[config.mk]
export PLATFORM = sky130hd
export DESIGN_NAME = peripheral_reset_control
export DESIGN_NICKNAME = d
export VERILOG_FILES = /design/src/prc_pkg.sv /design/src/prc_sync.sv /design/src/prc_masked_reg.sv /design/src/peripheral_reset_control.sv
export SDC_FILE = /design/constraint.sdc
export NUM_CORES = 1
export LEC_CHECK = 0
export ABC_AREA = 1
export BUFFER_PORTS_ARGS = -buffer_cell sky130_fd_sc_hd__buf_2
export CORE_MARGIN = 3
export CORE_UTILIZATION = 47
export DETAILED_ROUTE_END_ITERATION = 8
export PLACE_DENSITY = 0.77
export SYNTH_ARGS = -nofsm -noshare
export SYNTH_HDL_FRONTEND = slang
export SYNTH_SLANG_ARGS = --single-unit
[constraint.sdc]
create_clock -name clock_i -period 3.15 [get_ports clock_i]
set_clock_uncertainty 0.15 [all_clocks]
set_input_delay 0.1575 -clock clock_i [delete_from_list [all_inputs] [get_ports clock_i]]
set_output_delay 0.1575 -clock clock_i [all_outputs]
set_load 0.05 [all_outputs]
[src/prc_pkg.sv]
// Package: register map, field positions and reset values of the
// peripheral reset control block. Assumes a 32-bit APB register bus.
package prc_pkg;

  localparam logic [31:0] sysctl_base             = 32'h400fe000;
  localparam logic [11:0] off_reset_ctrl_analog_watchdog = 12'h040;
  localparam logic [11:0] off_reset_ctrl_timers_serial   = 12'h044;
  localparam logic [11:0] off_reset_ctrl_ports           = 12'h048;
  localparam logic [11:0] off_deep_sleep_port_clock_gate = 12'h128;
  localparam logic [11:0] off_capability_reg_one         = 12'h010;
  localparam logic [11:0] off_capability_reg_two         = 12'h014;
  localparam logic [11:0] off_capability_reg_four        = 12'h01c;
  localparam logic [11:0] off_sleep_state                = 12'h060;

  localparam int pos_analog_reset      = 16;
  localparam int pos_watchdog_reset    = 3;
  localparam int pos_gp_counter0_reset = 16;
  localparam int pos_gp_counter1_reset = 17;
  localparam int pos_gp_counter2_reset = 18;
  localparam int pos_two_wire_reset    = 12;
  localparam int pos_sync_serial_reset = 4;
  localparam int pos_async_serial1_reset = 1;
  localparam int pos_async_serial0_reset = 0;
  localparam int port_count            = 5;

  localparam logic [31:0] rw_mask_analog_watchdog = 32'h00010008;
  localparam logic [31:0] rw_mask_timers_serial   = 32'h00071013;
  localparam logic [31:0] rw_mask_ports           = 32'h0000001f;
  localparam logic [31:0] reset_value_zero        = 32'h00000000;

endpackage : prc_pkg

[src/prc_sync.sv]
// Three-flop synchroniser for one level arriving from outside the clock domain.
// Assumes the source is a plain level; output changes once stages two and three agree.
`timescale 1ns/1ps
module prc_sync
(
  input  wire logic clock_i,
  input  wire logic reset_i,
  input  wire logic level_i,
  output logic      level_o
);
  logic stage1;
  logic stage2;
  logic stage3;

  always_ff @(posedge clock_i or posedge reset_i)
  begin
    if (reset_i)
    begin
      stage1  <= 1'b0;
      stage2  <= 1'b0;
      stage3  <= 1'b0;
      level_o <= 1'b0;
    end
    else
    begin
      stage1 <= level_i;
      stage2 <= stage1;
      stage3 <= stage2;
      if (stage2 == stage3)
        level_o <= stage3;
    end
  end
endmodule : prc_sync

[src/prc_masked_reg.sv]
// One 32-bit reset control register whose writes are masked by a capability word.
// Assumes write strobe already qualified by the APB access phase.
`timescale 1ns/1ps
module prc_masked_reg
#(
  parameter logic [31:0] rw_mask = 32'h00000000
)
(
  input  wire logic        clock_i,
  input  wire logic        reset_i,
  input  wire logic        write_i,
  input  wire logic [31:0] wdata_i,
  input  wire logic [31:0] capability_i,
  output logic      [31:0] value_o
);
  always_ff @(posedge clock_i or posedge reset_i)
  begin
    if (reset_i)
      value_o <= prc_pkg::reset_value_zero;
    else if (write_i)
      // Unimplemented units keep their bit; reserved bits stay zero
      value_o <= (value_o & ~(capability_i & rw_mask))
               | (wdata_i & capability_i & rw_mask);
  end
endmodule : prc_masked_reg

[src/peripheral_reset_control.sv]
// Top of the peripheral reset control block: APB slave, software reset
// registers, deep-sleep port clock gates and per-unit reset outputs.
// Assumes capability words come from static configuration on the same clock
// and that the deep-sleep indication is an asynchronous level.
//
// Added by the designer: the APB register port.
`timescale 1ns/1ps
//
// Contract
// RL1: Capability registers mask reset register writes
// RL2: Reset registers at base offsets 040/044/048
// RL3: Register zero: ADC bit16, watchdog bit3
// RL4: Timer resets at bits 16,17,18
// RL5: Two-wire 12, sync 4, async 1,0
// RL6: Port resets A..E in bits 0..4
// RL7: Deep-sleep gate bits A..E, reset zero
// RL8: Gates apply only in deep sleep
// RL9: Gated-off unit access gives bus fault
// RL10: Set bit holds peripheral in reset
module peripheral_reset_control
(
  input  wire logic        clock_i,
  input  wire logic        reset_i,
  input  wire logic        psel_i,
  input  wire logic        penable_i,
  input  wire logic        pwrite_i,
  input  wire logic [31:0] paddr_i,
  input  wire logic [31:0] pwdata_i,
  output logic      [31:0] prdata_o,
  output logic             pready_o,
  output logic             pslverr_o,
  input  wire logic [31:0] capability_reg_one_i,
  input  wire logic [31:0] capability_reg_two_i,
  input  wire logic [31:0] capability_reg_four_i,
  input  wire logic        deep_sleep_i,
  input  wire logic [4:0]  port_access_i,
  output logic             port_access_fault_o,
  output logic             analog_reset_o,
  output logic             watchdog_reset_bit_o,
  output logic [2:0]       gp_counter_reset_o,
  output logic             two_wire_unit_reset_bit_o,
  output logic             sync_serial_reset_bit_o,
  output logic [1:0]       async_serial_reset_o,
  output logic [4:0]       port_reset_o,
  output logic [4:0]       port_clock_enable_o
);

  typedef enum logic [1:0] {idle_st, access_st, done_st} apb_state_type;

  apb_state_type    apb_state;
  logic [31:0]      reset_ctrl_analog_watchdog;
  logic [31:0]      reset_ctrl_timers_serial;
  logic [31:0]      reset_ctrl_ports;
  logic [4:0]       deep_sleep_port_clock_gate;
  logic             deep_sleep;
  logic [11:0]      offset;
  logic             in_space;
  logic             wr_analog;
  logic             wr_timers;
  logic             wr_ports;
  logic [31:0]      next_rdata;
  logic             next_err;

  prc_sync sleep_sync
  (
    .clock_i (clock_i),
    .reset_i (reset_i),
    .level_i (deep_sleep_i),
    .level_o (deep_sleep)
  );

  // Decode against the system control base
  assign offset   = paddr_i[11:0];
  assign in_space = (paddr_i[31:12] == prc_pkg::sysctl_base[31:12]); // RL2
  assign wr_analog = (apb_state == access_st) && pwrite_i && in_space
                   && (offset == prc_pkg::off_reset_ctrl_analog_watchdog); // RL2
  assign wr_timers = (apb_state == access_st) && pwrite_i && in_space
                   && (offset == prc_pkg::off_reset_ctrl_timers_serial); // RL2
  assign wr_ports  = (apb_state == access_st) && pwrite_i && in_space
                   && (offset == prc_pkg::off_reset_ctrl_ports); // RL2

  prc_masked_reg #(.rw_mask(prc_pkg::rw_mask_analog_watchdog)) reg_zero
  (
    .clock_i      (clock_i),
    .reset_i      (reset_i),
    .write_i      (wr_analog),
    .wdata_i      (pwdata_i),
    .capability_i (capability_reg_one_i), // RL1
    .value_o      (reset_ctrl_analog_watchdog) // RL3
  );

  prc_masked_reg #(.rw_mask(prc_pkg::rw_mask_timers_serial)) reg_one
  (
    .clock_i      (clock_i),
    .reset_i      (reset_i),
    .write_i      (wr_timers),
    .wdata_i      (pwdata_i),
    .capability_i (capability_reg_two_i), // RL1
    .value_o      (reset_ctrl_timers_serial) // RL4 RL5
  );

  prc_masked_reg #(.rw_mask(prc_pkg::rw_mask_ports)) reg_two
  (
    .clock_i      (clock_i),
    .reset_i      (reset_i),
    .write_i      (wr_ports),
    .wdata_i      (pwdata_i),
    .capability_i (capability_reg_four_i), // RL1
    .value_o      (reset_ctrl_ports) // RL6
  );

  // Deep-sleep gate bits, plain read/write
  always_ff @(posedge clock_i or posedge reset_i)
  begin
    if (reset_i)
      deep_sleep_port_clock_gate <= 5'h00; // RL7
    else if ((apb_state == access_st) && pwrite_i && in_space
             && (offset == prc_pkg::off_deep_sleep_port_clock_gate))
      deep_sleep_port_clock_gate <= pwdata_i[prc_pkg::port_count-1:0]; // RL7
  end

  // Read mux; any unmapped address answers with an error
  always_comb
  begin
    next_rdata = 32'h00000000;
    next_err   = 1'b0;
    if (!in_space)
      next_err = 1'b1;
    else
    begin
      unique case (offset)
        prc_pkg::off_reset_ctrl_analog_watchdog: next_rdata = reset_ctrl_analog_watchdog;
        prc_pkg::off_reset_ctrl_timers_serial:   next_rdata = reset_ctrl_timers_serial;
        prc_pkg::off_reset_ctrl_ports:           next_rdata = reset_ctrl_ports;
        prc_pkg::off_deep_sleep_port_clock_gate:
          next_rdata = {27'h0, deep_sleep_port_clock_gate}; // RL7
        prc_pkg::off_capability_reg_one:  next_rdata = capability_reg_one_i;
        prc_pkg::off_capability_reg_two:  next_rdata = capability_reg_two_i;
        prc_pkg::off_capability_reg_four: next_rdata = capability_reg_four_i;
        prc_pkg::off_sleep_state:         next_rdata = {31'h0, deep_sleep}; // RL8
        default:                          next_err   = 1'b1;
      endcase
    end
  end

  // APB slave: one wait state, answer in the second access cycle
  always_ff @(posedge clock_i or posedge reset_i)
  begin
    if (reset_i)
    begin
      apb_state <= idle_st;
      pready_o  <= 1'b0;
      pslverr_o <= 1'b0;
      prdata_o  <= 32'h00000000;
    end
    else
    begin
      pready_o  <= 1'b0;
      pslverr_o <= 1'b0;
      unique case (apb_state)
        idle_st:
          if (psel_i && !penable_i)
            apb_state <= access_st;
        access_st:
        begin
          apb_state <= done_st;
          pready_o  <= 1'b1;
          pslverr_o <= next_err;
          prdata_o  <= pwrite_i ? 32'h00000000 : next_rdata;
        end
        done_st:
          apb_state <= (psel_i && !penable_i) ? access_st : idle_st;
      endcase
    end
  end

  // Peripheral resets follow their control bits one clock later
  always_ff @(posedge clock_i or posedge reset_i)
  begin
    if (reset_i)
    begin
      analog_reset_o            <= 1'b0;
      watchdog_reset_bit_o      <= 1'b0;
      gp_counter_reset_o        <= 3'h0;
      two_wire_unit_reset_bit_o <= 1'b0;
      sync_serial_reset_bit_o   <= 1'b0;
      async_serial_reset_o      <= 2'h0;
      port_reset_o              <= 5'h00;
    end
    else
    begin
      analog_reset_o       <= reset_ctrl_analog_watchdog[prc_pkg::pos_analog_reset]; // RL10
      watchdog_reset_bit_o <= reset_ctrl_analog_watchdog[prc_pkg::pos_watchdog_reset]; // RL10
      gp_counter_reset_o   <= reset_ctrl_timers_serial[prc_pkg::pos_gp_counter2_reset:
                                                       prc_pkg::pos_gp_counter0_reset]; // RL10
      two_wire_unit_reset_bit_o <= reset_ctrl_timers_serial[prc_pkg::pos_two_wire_reset]; // RL10
      sync_serial_reset_bit_o   <= reset_ctrl_timers_serial[prc_pkg::pos_sync_serial_reset]; // RL10
      async_serial_reset_o <= reset_ctrl_timers_serial[prc_pkg::pos_async_serial1_reset:
                                                       prc_pkg::pos_async_serial0_reset]; // RL10
      port_reset_o         <= reset_ctrl_ports[prc_pkg::port_count-1:0]; // RL10
    end
  end

  // Port clocks: gate bits only matter in deep sleep; outside it ports run
  always_ff @(posedge clock_i or posedge reset_i)
  begin
    if (reset_i)
      port_clock_enable_o <= 5'h1f;
    else if (deep_sleep)
      port_clock_enable_o <= deep_sleep_port_clock_gate; // RL8
    else
      port_clock_enable_o <= 5'h1f; // RL8
  end

  // Access to a port whose clock is stopped is a bus fault
  always_ff @(posedge clock_i or posedge reset_i)
  begin
    if (reset_i)
      port_access_fault_o <= 1'b0;
    else
      port_access_fault_o <= |(port_access_i & ~port_clock_enable_o); // RL9
  end

  a_write_masked : assert property (@(posedge clock_i) disable iff (reset_i) // RL1
    wr_ports |=> ((reset_ctrl_ports & ~capability_reg_four_i)
                  == ($past(reset_ctrl_ports) & ~capability_reg_four_i)))
    else $error("masked port reset bit changed");
  a_analog_masked : assert property (@(posedge clock_i) disable iff (reset_i) // RL1
    wr_analog |=> ((reset_ctrl_analog_watchdog & ~capability_reg_one_i)
                   == ($past(reset_ctrl_analog_watchdog) & ~capability_reg_one_i)))
    else $error("masked analog or watchdog bit changed");
  a_timers_masked : assert property (@(posedge clock_i) disable iff (reset_i) // RL1
    wr_timers |=> ((reset_ctrl_timers_serial & ~capability_reg_two_i)
                   == ($past(reset_ctrl_timers_serial) & ~capability_reg_two_i)))
    else $error("masked timer or serial bit changed");
  a_reserved_zero : assert property (@(posedge clock_i) disable iff (reset_i) // RL3
    ((reset_ctrl_analog_watchdog & ~prc_pkg::rw_mask_analog_watchdog) == 32'h0)
    && ((reset_ctrl_timers_serial & ~prc_pkg::rw_mask_timers_serial) == 32'h0))
    else $error("reserved reset bit set");
  a_analog_write : assert property (@(posedge clock_i) disable iff (reset_i) // RL3
    wr_analog && capability_reg_one_i[16]
    |=> reset_ctrl_analog_watchdog[16] == $past(pwdata_i[16]))
    else $error("analog bit did not take write");
  a_watchdog_write : assert property (@(posedge clock_i) disable iff (reset_i) // RL3
    wr_analog && capability_reg_one_i[3]
    |=> reset_ctrl_analog_watchdog[3] == $past(pwdata_i[3]))
    else $error("watchdog bit did not take write");
  a_ports_reserved : assert property (@(posedge clock_i) disable iff (reset_i) // RL6
    reset_ctrl_ports[31:5] == 27'h0)
    else $error("port register upper bits set");
  a_port_write : assert property (@(posedge clock_i) disable iff (reset_i) // RL6
    wr_ports && capability_reg_four_i[4]
    |=> reset_ctrl_ports[4] == $past(pwdata_i[4]))
    else $error("port e bit did not take write");
  a_timer_write : assert property (@(posedge clock_i) disable iff (reset_i) // RL4
    wr_timers && capability_reg_two_i[18] |=> reset_ctrl_timers_serial[18] == $past(pwdata_i[18]))
    else $error("timer two bit did not take write");
  a_counter_write : assert property (@(posedge clock_i) disable iff (reset_i) // RL4
    wr_timers && capability_reg_two_i[16]
    |=> reset_ctrl_timers_serial[16] == $past(pwdata_i[16]))
    else $error("timer zero bit did not take write");
  a_serial_write : assert property (@(posedge clock_i) disable iff (reset_i) // RL5
    wr_timers && capability_reg_two_i[12] |=> reset_ctrl_timers_serial[12] == $past(pwdata_i[12]))
    else $error("two-wire bit did not take write");
  a_async_write : assert property (@(posedge clock_i) disable iff (reset_i) // RL5
    wr_timers && capability_reg_two_i[0]
    |=> reset_ctrl_timers_serial[0] == $past(pwdata_i[0]))
    else $error("async serial zero bit did not take write");
  a_decode_zero : assert property (@(posedge clock_i) disable iff (reset_i) // RL2
    wr_analog |-> paddr_i[11:0] == 12'h040)
    else $error("register zero decoded at wrong offset");
  a_ready_timing : assert property (@(posedge clock_i) disable iff (reset_i) // RL2
    (apb_state == access_st) |=> pready_o)
    else $error("access cycle not answered");
  a_ready_pulse : assert property (@(posedge clock_i) disable iff (reset_i) // RL2
    pready_o |=> !pready_o)
    else $error("ready held longer than one cycle");
  a_idle_quiet : assert property (@(posedge clock_i) disable iff (reset_i) // RL2
    (apb_state == idle_st) |=> !pready_o && !pslverr_o)
    else $error("answer given without access");
  a_err_qualified : assert property (@(posedge clock_i) disable iff (reset_i) // RL2
    pslverr_o |-> pready_o)
    else $error("error shown without ready");
  a_foreign_refused : assert property (@(posedge clock_i) disable iff (reset_i) // RL2
    (apb_state == access_st) && !in_space |=> pslverr_o)
    else $error("foreign base not refused");
  a_readonly_accepted : assert property (@(posedge clock_i) disable iff (reset_i) // RL2
    (apb_state == access_st) && in_space
    && (offset == prc_pkg::off_capability_reg_one) |=> !pslverr_o)
    else $error("read-only mirror access refused");
  a_write_rdata_zero : assert property (@(posedge clock_i) disable iff (reset_i) // RL2
    (apb_state == access_st) && pwrite_i |=> (prdata_o == 32'h00000000))
    else $error("read data not zero on write");
  a_gate_write : assert property (@(posedge clock_i) disable iff (reset_i) // RL7
    (apb_state == access_st) && pwrite_i && in_space
    && (offset == prc_pkg::off_deep_sleep_port_clock_gate)
    |=> deep_sleep_port_clock_gate == $past(pwdata_i[4:0]))
    else $error("gate bits did not take write");
  a_gate_awake : assert property (@(posedge clock_i) disable iff (reset_i) // RL8
    !deep_sleep ##1 !deep_sleep |-> port_clock_enable_o == 5'h1f)
    else $error("port clock gated outside deep sleep");
  a_gate_sleep : assert property (@(posedge clock_i) disable iff (reset_i) // RL7
    deep_sleep |=> port_clock_enable_o == $past(deep_sleep_port_clock_gate))
    else $error("deep sleep gate not applied");
  a_fault_gated : assert property (@(posedge clock_i) disable iff (reset_i) // RL9
    |(port_access_i & ~port_clock_enable_o) |=> port_access_fault_o)
    else $error("gated port access not faulted");
  a_fault_clear : assert property (@(posedge clock_i) disable iff (reset_i) // RL9
    !(|(port_access_i & ~port_clock_enable_o)) |=> !port_access_fault_o)
    else $error("fault raised without gated access");
  a_reset_hold : assert property (@(posedge clock_i) disable iff (reset_i) // RL10
    reset_ctrl_ports[0] ##1 reset_ctrl_ports[0] |-> port_reset_o[0])
    else $error("port reset not held");
  a_release_port : assert property (@(posedge clock_i) disable iff (reset_i) // RL10
    !reset_ctrl_ports[0] ##1 !reset_ctrl_ports[0] |-> !port_reset_o[0])
    else $error("port not released from reset");
  a_counter_follow : assert property (@(posedge clock_i) disable iff (reset_i) // RL10
    gp_counter_reset_o == $past(reset_ctrl_timers_serial[18:16]))
    else $error("timer resets do not follow control bits");

endmodule : peripheral_reset_control

Yosys cells after proc, flatten, opt, wreduce, memory -nomap -nowiden
Index checks and enable logic that the tools add are counted.
{"block": "word_totals", "reg_bits": 161, "inputBits": 171, "out_inout_bits": 54, "word_cells": 70}
{"block": "op_classes", "n_eq_ne": 13, "mux": 11, "bitwise_logic": 14, "n_reduce_logical": 11}
{"cell": "one-hot mux 32 bit (8 select lines)", "n": 1}
{"cell": "AND 32 bit", "n": 3}
{"cell": "two-way mux 32 bit", "n": 2}
{"cell": "equality test 12 x 7 -> 1 bit, second input constant", "n": 4}
{"cell": "equality test 12 x 5 -> 1 bit, second input constant", "n": 3}
{"cell": "inverter 17 -> 32 bit", "n": 1}
{"cell": "inverter 19 -> 32 bit", "n": 1}
{"cell": "inverter 5 -> 32 bit", "n": 1}
{"cell": "OR 32 x 17 -> 32 bit", "n": 1}
{"cell": "OR 32 x 19 -> 32 bit", "n": 1}
{"cell": "OR 32 x 5 -> 32 bit", "n": 1}
{"cell": "equality test 20 x 19 -> 1 bit, second input constant", "n": 1}
{"cell": "AND 19 bit", "n": 1}
{"cell": "AND 17 bit", "n": 1}
{"cell": "equality test 12 x 9 -> 1 bit, second input constant", "n": 1}
{"cell": "AND 5 bit", "n": 2}
{"cell": "OR reduction 8 bit", "n": 1}
{"cell": "logical AND 1 bit", "n": 7}
{"cell": "one-hot mux 2 bit (3 select lines)", "n": 1}
{"cell": "two-way mux 1 bit", "n": 5}
{"cell": "two-way mux 5 bit", "n": 1}
{"cell": "inverter 5 bit", "n": 1}
{"cell": "OR reduction 5 bit", "n": 1}
{"cell": "equality test 2 x 1 -> 1 bit, second input constant", "n": 1}
{"cell": "6 further kinds", "n": 6}

Depth between registers and ports, before layout
Gate-level depths: netlist (run 1).
{"block": "depth", "word_depth": 5, "mapped_depth": 11, "depth_no_buf": 10}

Hierarchy
A second synthesis (run 1) with hierarchy kept.
{"block": "unflattened", "cells_unflattened": 921, "hier_area_um2": 5968.2}
{"mod": "peripheral_reset_control", "instances": 1, "cells_each": 752, "area_per_inst_um2": 4609.4, "seq_area_each_um2": 1532.7}
{"mod": "prc_masked_reg at reg_one", "instances": 1, "cells_each": 63, "area_per_inst_um2": 495.5, "seq_area_each_um2": 175.2}
{"mod": "prc_masked_reg at reg_two", "instances": 1, "cells_each": 55, "area_per_inst_um2": 427.9, "seq_area_each_um2": 125.1}
{"mod": "prc_masked_reg at reg_zero", "instances": 1, "cells_each": 42, "area_per_inst_um2": 315.3, "seq_area_each_um2": 50.0}
{"mod": "prc_sync", "instances": 1, "cells_each": 9, "area_per_inst_um2": 120.1, "seq_area_each_um2": 100.1}

Worst setup path after synthesis (run 1)
OpenSTA, ideal clock, no wires.
{"block": "synth_path", "kind": "reg-to-reg", "start": "register apb_state[1]", "end": "register prdata_o[16]", "setup_ps": 66, "arrival_ps": 1286, "required_ps": 2934, "slack_ps": 1648, "stages_incl_launch_ff": 8, "path_buffers": 1, "period_less_slack_ps": 1502, "path_cell_list": "dfrtp_1 -> nor2_4 -> inv_2 -> or2_1 -> nor2_4 -> buf_6 -> nand3_1 -> nand2_1"}
{"block": "synth_via", "elab_chain_cells": 1}
{"element": "from (decl)", "line": "peripheral_reset_control.sv:50", "text": "apb_state_type apb_state;"}
{"element": "from (signal assigned)", "line": "peripheral_reset_control.sv:151", "text": "apb_state <= idle_st;"}
{"element": "from (signal assigned)", "line": "peripheral_reset_control.sv:163", "text": "apb_state <= access_st;"}
{"element": "from (signal assigned)", "line": "peripheral_reset_control.sv:166", "text": "apb_state <= done_st;"}
{"element": "equality test 2 x 1 -> 1 bit", "line": "peripheral_reset_control.sv:160", "text": "unique case (apb_state)"}
{"element": "to (signal assigned)", "line": "peripheral_reset_control.sv:169", "text": "prdata_o <= pwrite_i ? 32'h00000000 : next_rdata;"}
{"element": "to (decl)", "line": "peripheral_reset_control.sv:29", "text": "output logic [31:0] prdata_o,"}
Every way passes these cells.
A chain may end at the register's enable or synchronous reset.

==> out/metrics.csv, run 1 <==
metric,value,unit
status,finished clean,
critPathLaunchType,flop,
placed_area,5650,sq um
grt_max_degree,83,
dieWidth,106,um
slew_headroom,33.6,%
postRouteAntennaNets,0,
layout_common_cells,"201 x buf_2, 164 x nand3_1, 156 x nand2_1, 74 x dfrtp_1, 37 x nor2_1",
clock_tree.root_cell,clkbuf_8,
maxCapViolCount,0,
yosys_warnings,0,
setup_tns,0,ps
clk_pin_slew,90,ps
hold_depth,5,
n_antenna_cell,0,
crit-reg2reg-launch,apb_state[1]$_DFFE_PP0P_,
first_iter_violations,407,
die_y,106,um
place_hpwl,10500,um
drc,0,
tritoncts,done,
final_common_cell,buf_2,
globalRouteOverflowTotal,0,
clk_latency,340,ps
grt_pass1_vias,4881,
worstPathCellList,nor2_4 > nand2_1 > nor3_4 > buf_4 > nand4_1 > dlygate4sd3_1 > nand2_1 > dlygate4sd3_1,
min_period,3020,ps
fin_crit_sh,96.0,%
timing.final.setup_violations,0,
fill_cells,834,
vias_per_cell,5.36,
powerDensity,379,nW/um^2
port-buffer-count,201,
initial_core_util,49.4,%
hold_class,in2reg,
ys_ff_latch,79,
cts_htree_levels,3,
ys_seq_area_share,42.5,%
crit_type,reg2reg,
register_area,1980,sq um
gp_congestion,0.908,
drive_gt1_share,35.5,%
detailedPlace.worstSlack,986,ps
cts_sinks,79,
stdcell_area,6220,sq um
antenna_found_initial,0,
worst_ep_required_time,3280,ps
p_leak,3.45,nW
clockBufferDepth,2,
vias,5089,
dieArea,11200,sq um
syn_area,4670,sq um
arrival,3150,ps
totalWireLength,14800,um
min_from,capability_reg_four_i[18],
hold-path-endpoint,prdata_o[18]$_DFFE_PP0P_,
critPathMaxStageDelay,610,ps
r2r_slack,130,ps
core,9460,sq um
areaGrowthSynthToFinish,33.1,%
synthCells,592,
synthDistinctLibCells,31,
postSynthAreaPerCell,7.89,sq um
pin_count,225,
rsz0062_at_grt,no,
hold_viol_final,0,
firstDrtPassIters,5,
cp-end-kind,flop,
grt_pass1_wl,23500,um
slew_violations,0,
rows,35,
fin_ws,126,ps
numCtsBuffers,9,
grt.total_usage,25.9,%
multiInputGateArea,2270,sq um
crit_path_top_delay_cell,dlygate4sd3_1,
nNetsFinal,986,
r2r_cells,8,
wl_per_cell,15.6,um
tightest_slew,997,ps
path_max_fanout,13,
ir_drop,0.392,mV
fmax,331,MHz
syn-num-nets,763,
## critical path: cells and delay by family (launching register included)
family,cells,cell delay [ps]
DFF,1,410
buffers and inverters,3,1480
and+or+nand+nor,5,940
## cells by family after synthesis
group,Yosys count,synth area share (%)
simple gates,434,47.5
flops,79,42.5
buf+inv,73,8.95
compound gates,5,0.884
fa+ha+maj,1,0.214
## layer usage
layer | vias to the layer above | part of all wire [%] | wire length [um] | GRT usage (%)
met5 | - | 0 | 0 | 0
met4 | 0 | 2.6 | 379 | 9.53
met3 | 32 | 8.1 | 1210 | 3.92
met2 | 249 | 50 | 7420 | 44.0
met1 | 2390 | 39 | 5790 | 33.5
li1 | 2418 | - | - | -
## power breakdown
part	internal (mW)	switching [mW]	total (mW)
registers	1.05	0.0168	1.07
logic	0.141	0.284	0.424
clock network	0.474	0.392	0.866
total	1.67	0.693	2.36
## synth_stat cells
master    number  area [sq um]
nor2_2         6          37.5
a21oi_1        2          10.0
dfrtp_1       74          1850
nor4_1         1          6.26
nand2_2        3          18.8
maj3_1         1          10.0
inv_4          1          6.26
clkbuf_1       3          11.3
nor2_4         6          67.6
a21oi_4        1          16.3
or2_1          1          6.26
inv_2          6          22.5
inv_1         33           124
nand3_1      164           821
buf_12         3          60.1
o22ai_1        1          6.26
buf_6          4          45.0
dfstp_2        5           131
nand2_4        3          33.8
o221ai_1       1          8.76
clkinv_1       1          3.75
nand2_1      156           586
nand3b_1       2          15.0
nor2_8         2          40.0
nand4_1       21           131
nor3_1         1          5.00
nand3_2       29           290
buf_4         14           105
buf_2          8          40.0
nor2_1        38           143
nor3_4         1          16.3
## worst max-delay path by stage
stage	startpoint	endpoint	slack [ps]	cells past startpoint
final	apb_state[1]$_DFFE_PP0P_	flop	130	8
after global routing	apb_state[1]$_DFFE_PP0P_	flop	30	8
after CTS	apb_state[1]$_DFFE_PP0P_	flop	210	8
after detailed placement	apb_state[1]$_DFFE_PP0P_	prdata_o[16]$_DFFE_PP0P_	990	7
after global placement	apb_state[1]$_DFFE_PP0P_	prdata_o[18]$_DFFE_PP0P_	1040	7
after floorplan	reset_i	asynchronous set/reset pin	830	1
## timing repair
item                                    4_1_cts  5_1_grt
setup buffers                                 0        0
hold buffers                                 34        0
endpoints found under the setup margin        0        1
resized for setup                             0        0
endpoints found under the hold margin        51        0
## cell type report
cell class | count | share of cell area, %
multi-input cells | 440 | 36.5
clock buffers | 10 | 2.21
clock inverters | 6 | 1.47
well taps | 129 | 2.60
repair buffers | 244 | 22.7
flip-flops and latches | 79 | 31.9
inverters | 41 | 2.54
## per-stage QoR
stage                     cells  power, mW  hold WS, ps  util (%)
after floorplan             592       1.32         38.9         -
after global placement      899       1.48         46.6      59.7
after detailed placement    899       1.49         55.5      59.7
after CTS                   949       2.36         10.1      65.7
after global routing        949       2.44         47.0      65.7
final                       949       2.36         15.7      65.7
Note: power is estimated with default switching activity, not from simulation.
==> run 2: changes to the inputs <==
--- a/config.mk
+++ b/config.mk
@@ -8,9 +8,10 @@
 export ABC_AREA = 1
 export BUFFER_PORTS_ARGS = -buffer_cell sky130_fd_sc_hd__buf_2
 export CORE_MARGIN = 3
-export CORE_UTILIZATION = 47
+export CORE_UTILIZATION = 48
 export DETAILED_ROUTE_END_ITERATION = 8
-export PLACE_DENSITY = 0.77
+export PLACE_DENSITY = 0.74
 export SYNTH_ARGS = -nofsm -noshare
 export SYNTH_HDL_FRONTEND = slang
+export SYNTH_HIERARCHICAL = 1
 export SYNTH_SLANG_ARGS = --single-unit
==> out/metrics.csv, run 2 <==
metric,value,unit,change
status,finished clean,,unchanged
power,2.64,mW,was 2.36 mW
synthDistinctLibCells,23,,was 31
tritoncts,done,,unchanged
n_antenna_cell,0,,unchanged
slew_headroom,50.8,%,was 33.6%
synthCells,921,,was 592
clk_latency,340,ps,about the same
synthAdderAreaFrac,0,%,was 0.214%
post-route-util,61.4,%,was 65.7%
initial_core_util,49.5,%,was 49.4%
port-buffer-count,201,,unchanged
place_hpwl,12400,um,was 10500 um
slew_violations,0,,unchanged
yosys_most_used_dff,dfrtp_1,,unchanged
ys_seq_area_share,33.2,%,was 42.5%
vias,6274,,was 5089
hold_slack,91.5,ps,was 15.7 ps
ys_ff_latch,79,,unchanged
hold_class,in2reg,,unchanged
numCtsBuffers,9,,unchanged
die_y,118,um,was 106 um
firstDrtPassIters,5,,unchanged
worstPathCellList,nor2_2 > inv_4 > nor2_1 > nand2_1 > nor2_1 > buf_4 > nand3_1 > dlygate4sd3_1 > nand2_1 > dlygate4sd3_1,,was nor2_4 > nand2_1 > nor3_4 > buf_4 > nand4_1 > dlygate4sd3_1 > nand2_1 > dlygate4sd3_1
timing.final.setup_violations,0,,unchanged
cts_htree_levels,3,,unchanged
clock_tree.root_cell,clkbuf_16,,was clkbuf_8
gp_congestion,0.955,,was 0.908
globalRouteOverflowTotal,0,,unchanged
cts_sinks,79,,unchanged
min_period,2930,ps,was 3020 ps
core,12100,sq um,was 9460 sq um
antenna_found_initial,1,,was 0
dieArea,13800,sq um,was 11200 sq um
drive_gt1_share,22.0,%,was 35.5%
grt_pass1_wl,28000,um,was 23500 um
synth_top_area_share,31.0,%,was 39.7%
fin_crit_sh,93.0,%,was 96.0%
final_common_cell,nand2_1,,was buf_2
p_leak,4.48,nW,was 3.45 nW
synth.most_common_cell,nand2_1,,was nand3_1
powerDensity,357,nW/um^2,was 379 nW/um^2
postSynthAreaPerCell,6.48,sq um,was 7.89 sq um
clockBufferDepth,2,,unchanged
synth_edf_count,0,,unchanged
drc,0,,unchanged
clk_pin_slew,60,ps,was 90 ps
ir_drop,0.260,mV,was 0.392 mV
synth_xor_area_share,0,%,unchanged
synthMuxAreaShare,0,%,unchanged
yosys-top-cells-area,"dfrtp_1 31%, nand3_1 20%, nand2_1 18%",,"was dfrtp_1 40%, nand3_1 18%, nand2_1 13%"
crit_type,reg2reg,,unchanged
pin_count,225,,unchanged
critPathLaunchType,flop,,unchanged
grt_pass1_vias,5681,,was 4881
rows,40,,was 35
postRouteAntennaNets,0,,unchanged
maxCapViolCount,0,,unchanged
wl_per_cell,13.2,um,was 15.6 um
syn_area,5970,sq um,was 4670 sq um
fmax,341,MHz,was 331 MHz
crit_path_top_delay_cell,dlygate4sd3_1,,unchanged
dieWidth,118,um,was 106 um
path_max_fanout,34,,was 13
hold_viol_final,0,,unchanged
rsz0062_at_grt,no,,unchanged
stdcell_area,7400,sq um,was 6220 sq um
worst_ep_required_time,3280,ps,about the same
grt.total_usage,24.8,%,was 25.9%
synthSimpleGateAreaFrac,45.3,%,was 47.5%
tightest_slew,735,ps,was 997 ps
synth_top_family_by_area,simple AND/OR/NAND/NOR gates,,unchanged
async_reset_ff_share,100,%,unchanged
vias_per_cell,4.80,,was 5.36
first_iter_violations,457,,was 407
yosys.area.top_type,dfrtp_1,,unchanged
arrival,3060,ps,was 3150 ps
layout_common_cells,"288 x nand2_1, 242 x nand3_1, 201 x buf_2, 82 x conb_1, 78 x nor2_1",,"was 201 x buf_2, 164 x nand3_1, 156 x nand2_1, 74 x dfrtp_1, 37 x nor2_1"
synth_common_cells,"288 x nand2_1, 242 x nand3_1, 100 x buf_4",,"was 164 x nand3_1, 156 x nand2_1, 74 x dfrtp_1"
critPathMaxStageDelay,580,ps,was 610 ps
totalWireLength,17300,um,was 14800 um
synth_compound_area_share,1.01,%,was 0.884%
nNetsFinal,1305,,was 986
placed_area,6680,sq um,was 5650 sq um
setup_tns,0,ps,unchanged
areaGrowthSynthToFinish,24.0,%,was 33.1%
grt_max_degree,53,,was 83
cp-end-kind,flop,,unchanged
yosys_warnings,6,,was 0
==> run 2: final cells by class <==
cell class	instances	area (sq um)
tap	168	210
clock buffer	12	256
multi-input combinational	716	3080
fill	1171	4660
inverter	76	288
sequential	79	1980
clock inverter	4	76.3
timing repair buffer	252	1510
==> run 2: stage by stage <==
stage,setup WS (ps),instances
final,220,1307
after global routing,76.5,1307
after CTS,72.0,1307
after detailed placement,867,1253
after global placement,924,1253
after floorplan,1340,1000
==> run 2: path summary, 6_finish.rpt <==
check,from,end,slack (ps),cells past startpoint
hold reg to reg,sleep_sync/stage1$_DFF_PP0_,sleep_sync/stage2$_DFF_PP0_,200,0
max in group asynchronous,reset_i,port_clock_enable_o[0]$_DFF_PP1_,1600,4
hold / removal,capability_reg_four_i[18],prdata_o[18]$_DFFE_PP0P_,90,7
min in group asynchronous,reset_i,asynchronous set/reset pin,140,3
setup reg to reg,apb_state[1]$_DFFE_PP0P_,flop,220,10
setup / recovery,apb_state[1]$_DFFE_PP0P_,flop,220,10
==> run 2: routing by layer <==
metal	wire length [um]	GRT usage [%]
met1	7490	33.5
met4	487	9.38
met2	7810	39.1
met3	1510	5.57
met5	13	0
==> run 2: logic make-up after synthesis <==
group           after synthesis
compound gates               11
buf+inv                     205
other cells                   3
flops                        79
simple gates                623
==> run 2: power breakdown <==
| part | switching [mW] | leakage [nW] | internal (mW) |
|---|---|---|---|
| sequential | 0.0157 | 1.07 | 1.05 |
| combinational | 0.292 | 3.25 | 0.135 |
| clock | 0.408 | 0.159 | 0.740 |
==> run 2: critical path: cells and delay by family, from the launching register on <==
kind / cells / cell delay (ps)
simple gates: 6 / 810
buf+inv: 4 / 1520
flops: 1 / 390
==> run 2: what timing repair did <==
item                                   CTS  global route
setup buffers                            0             0
hold buffers                            38             0
setup endpoints to repair                0             4
gates resized for setup                  0             3
endpoints found under the hold margin   70             0
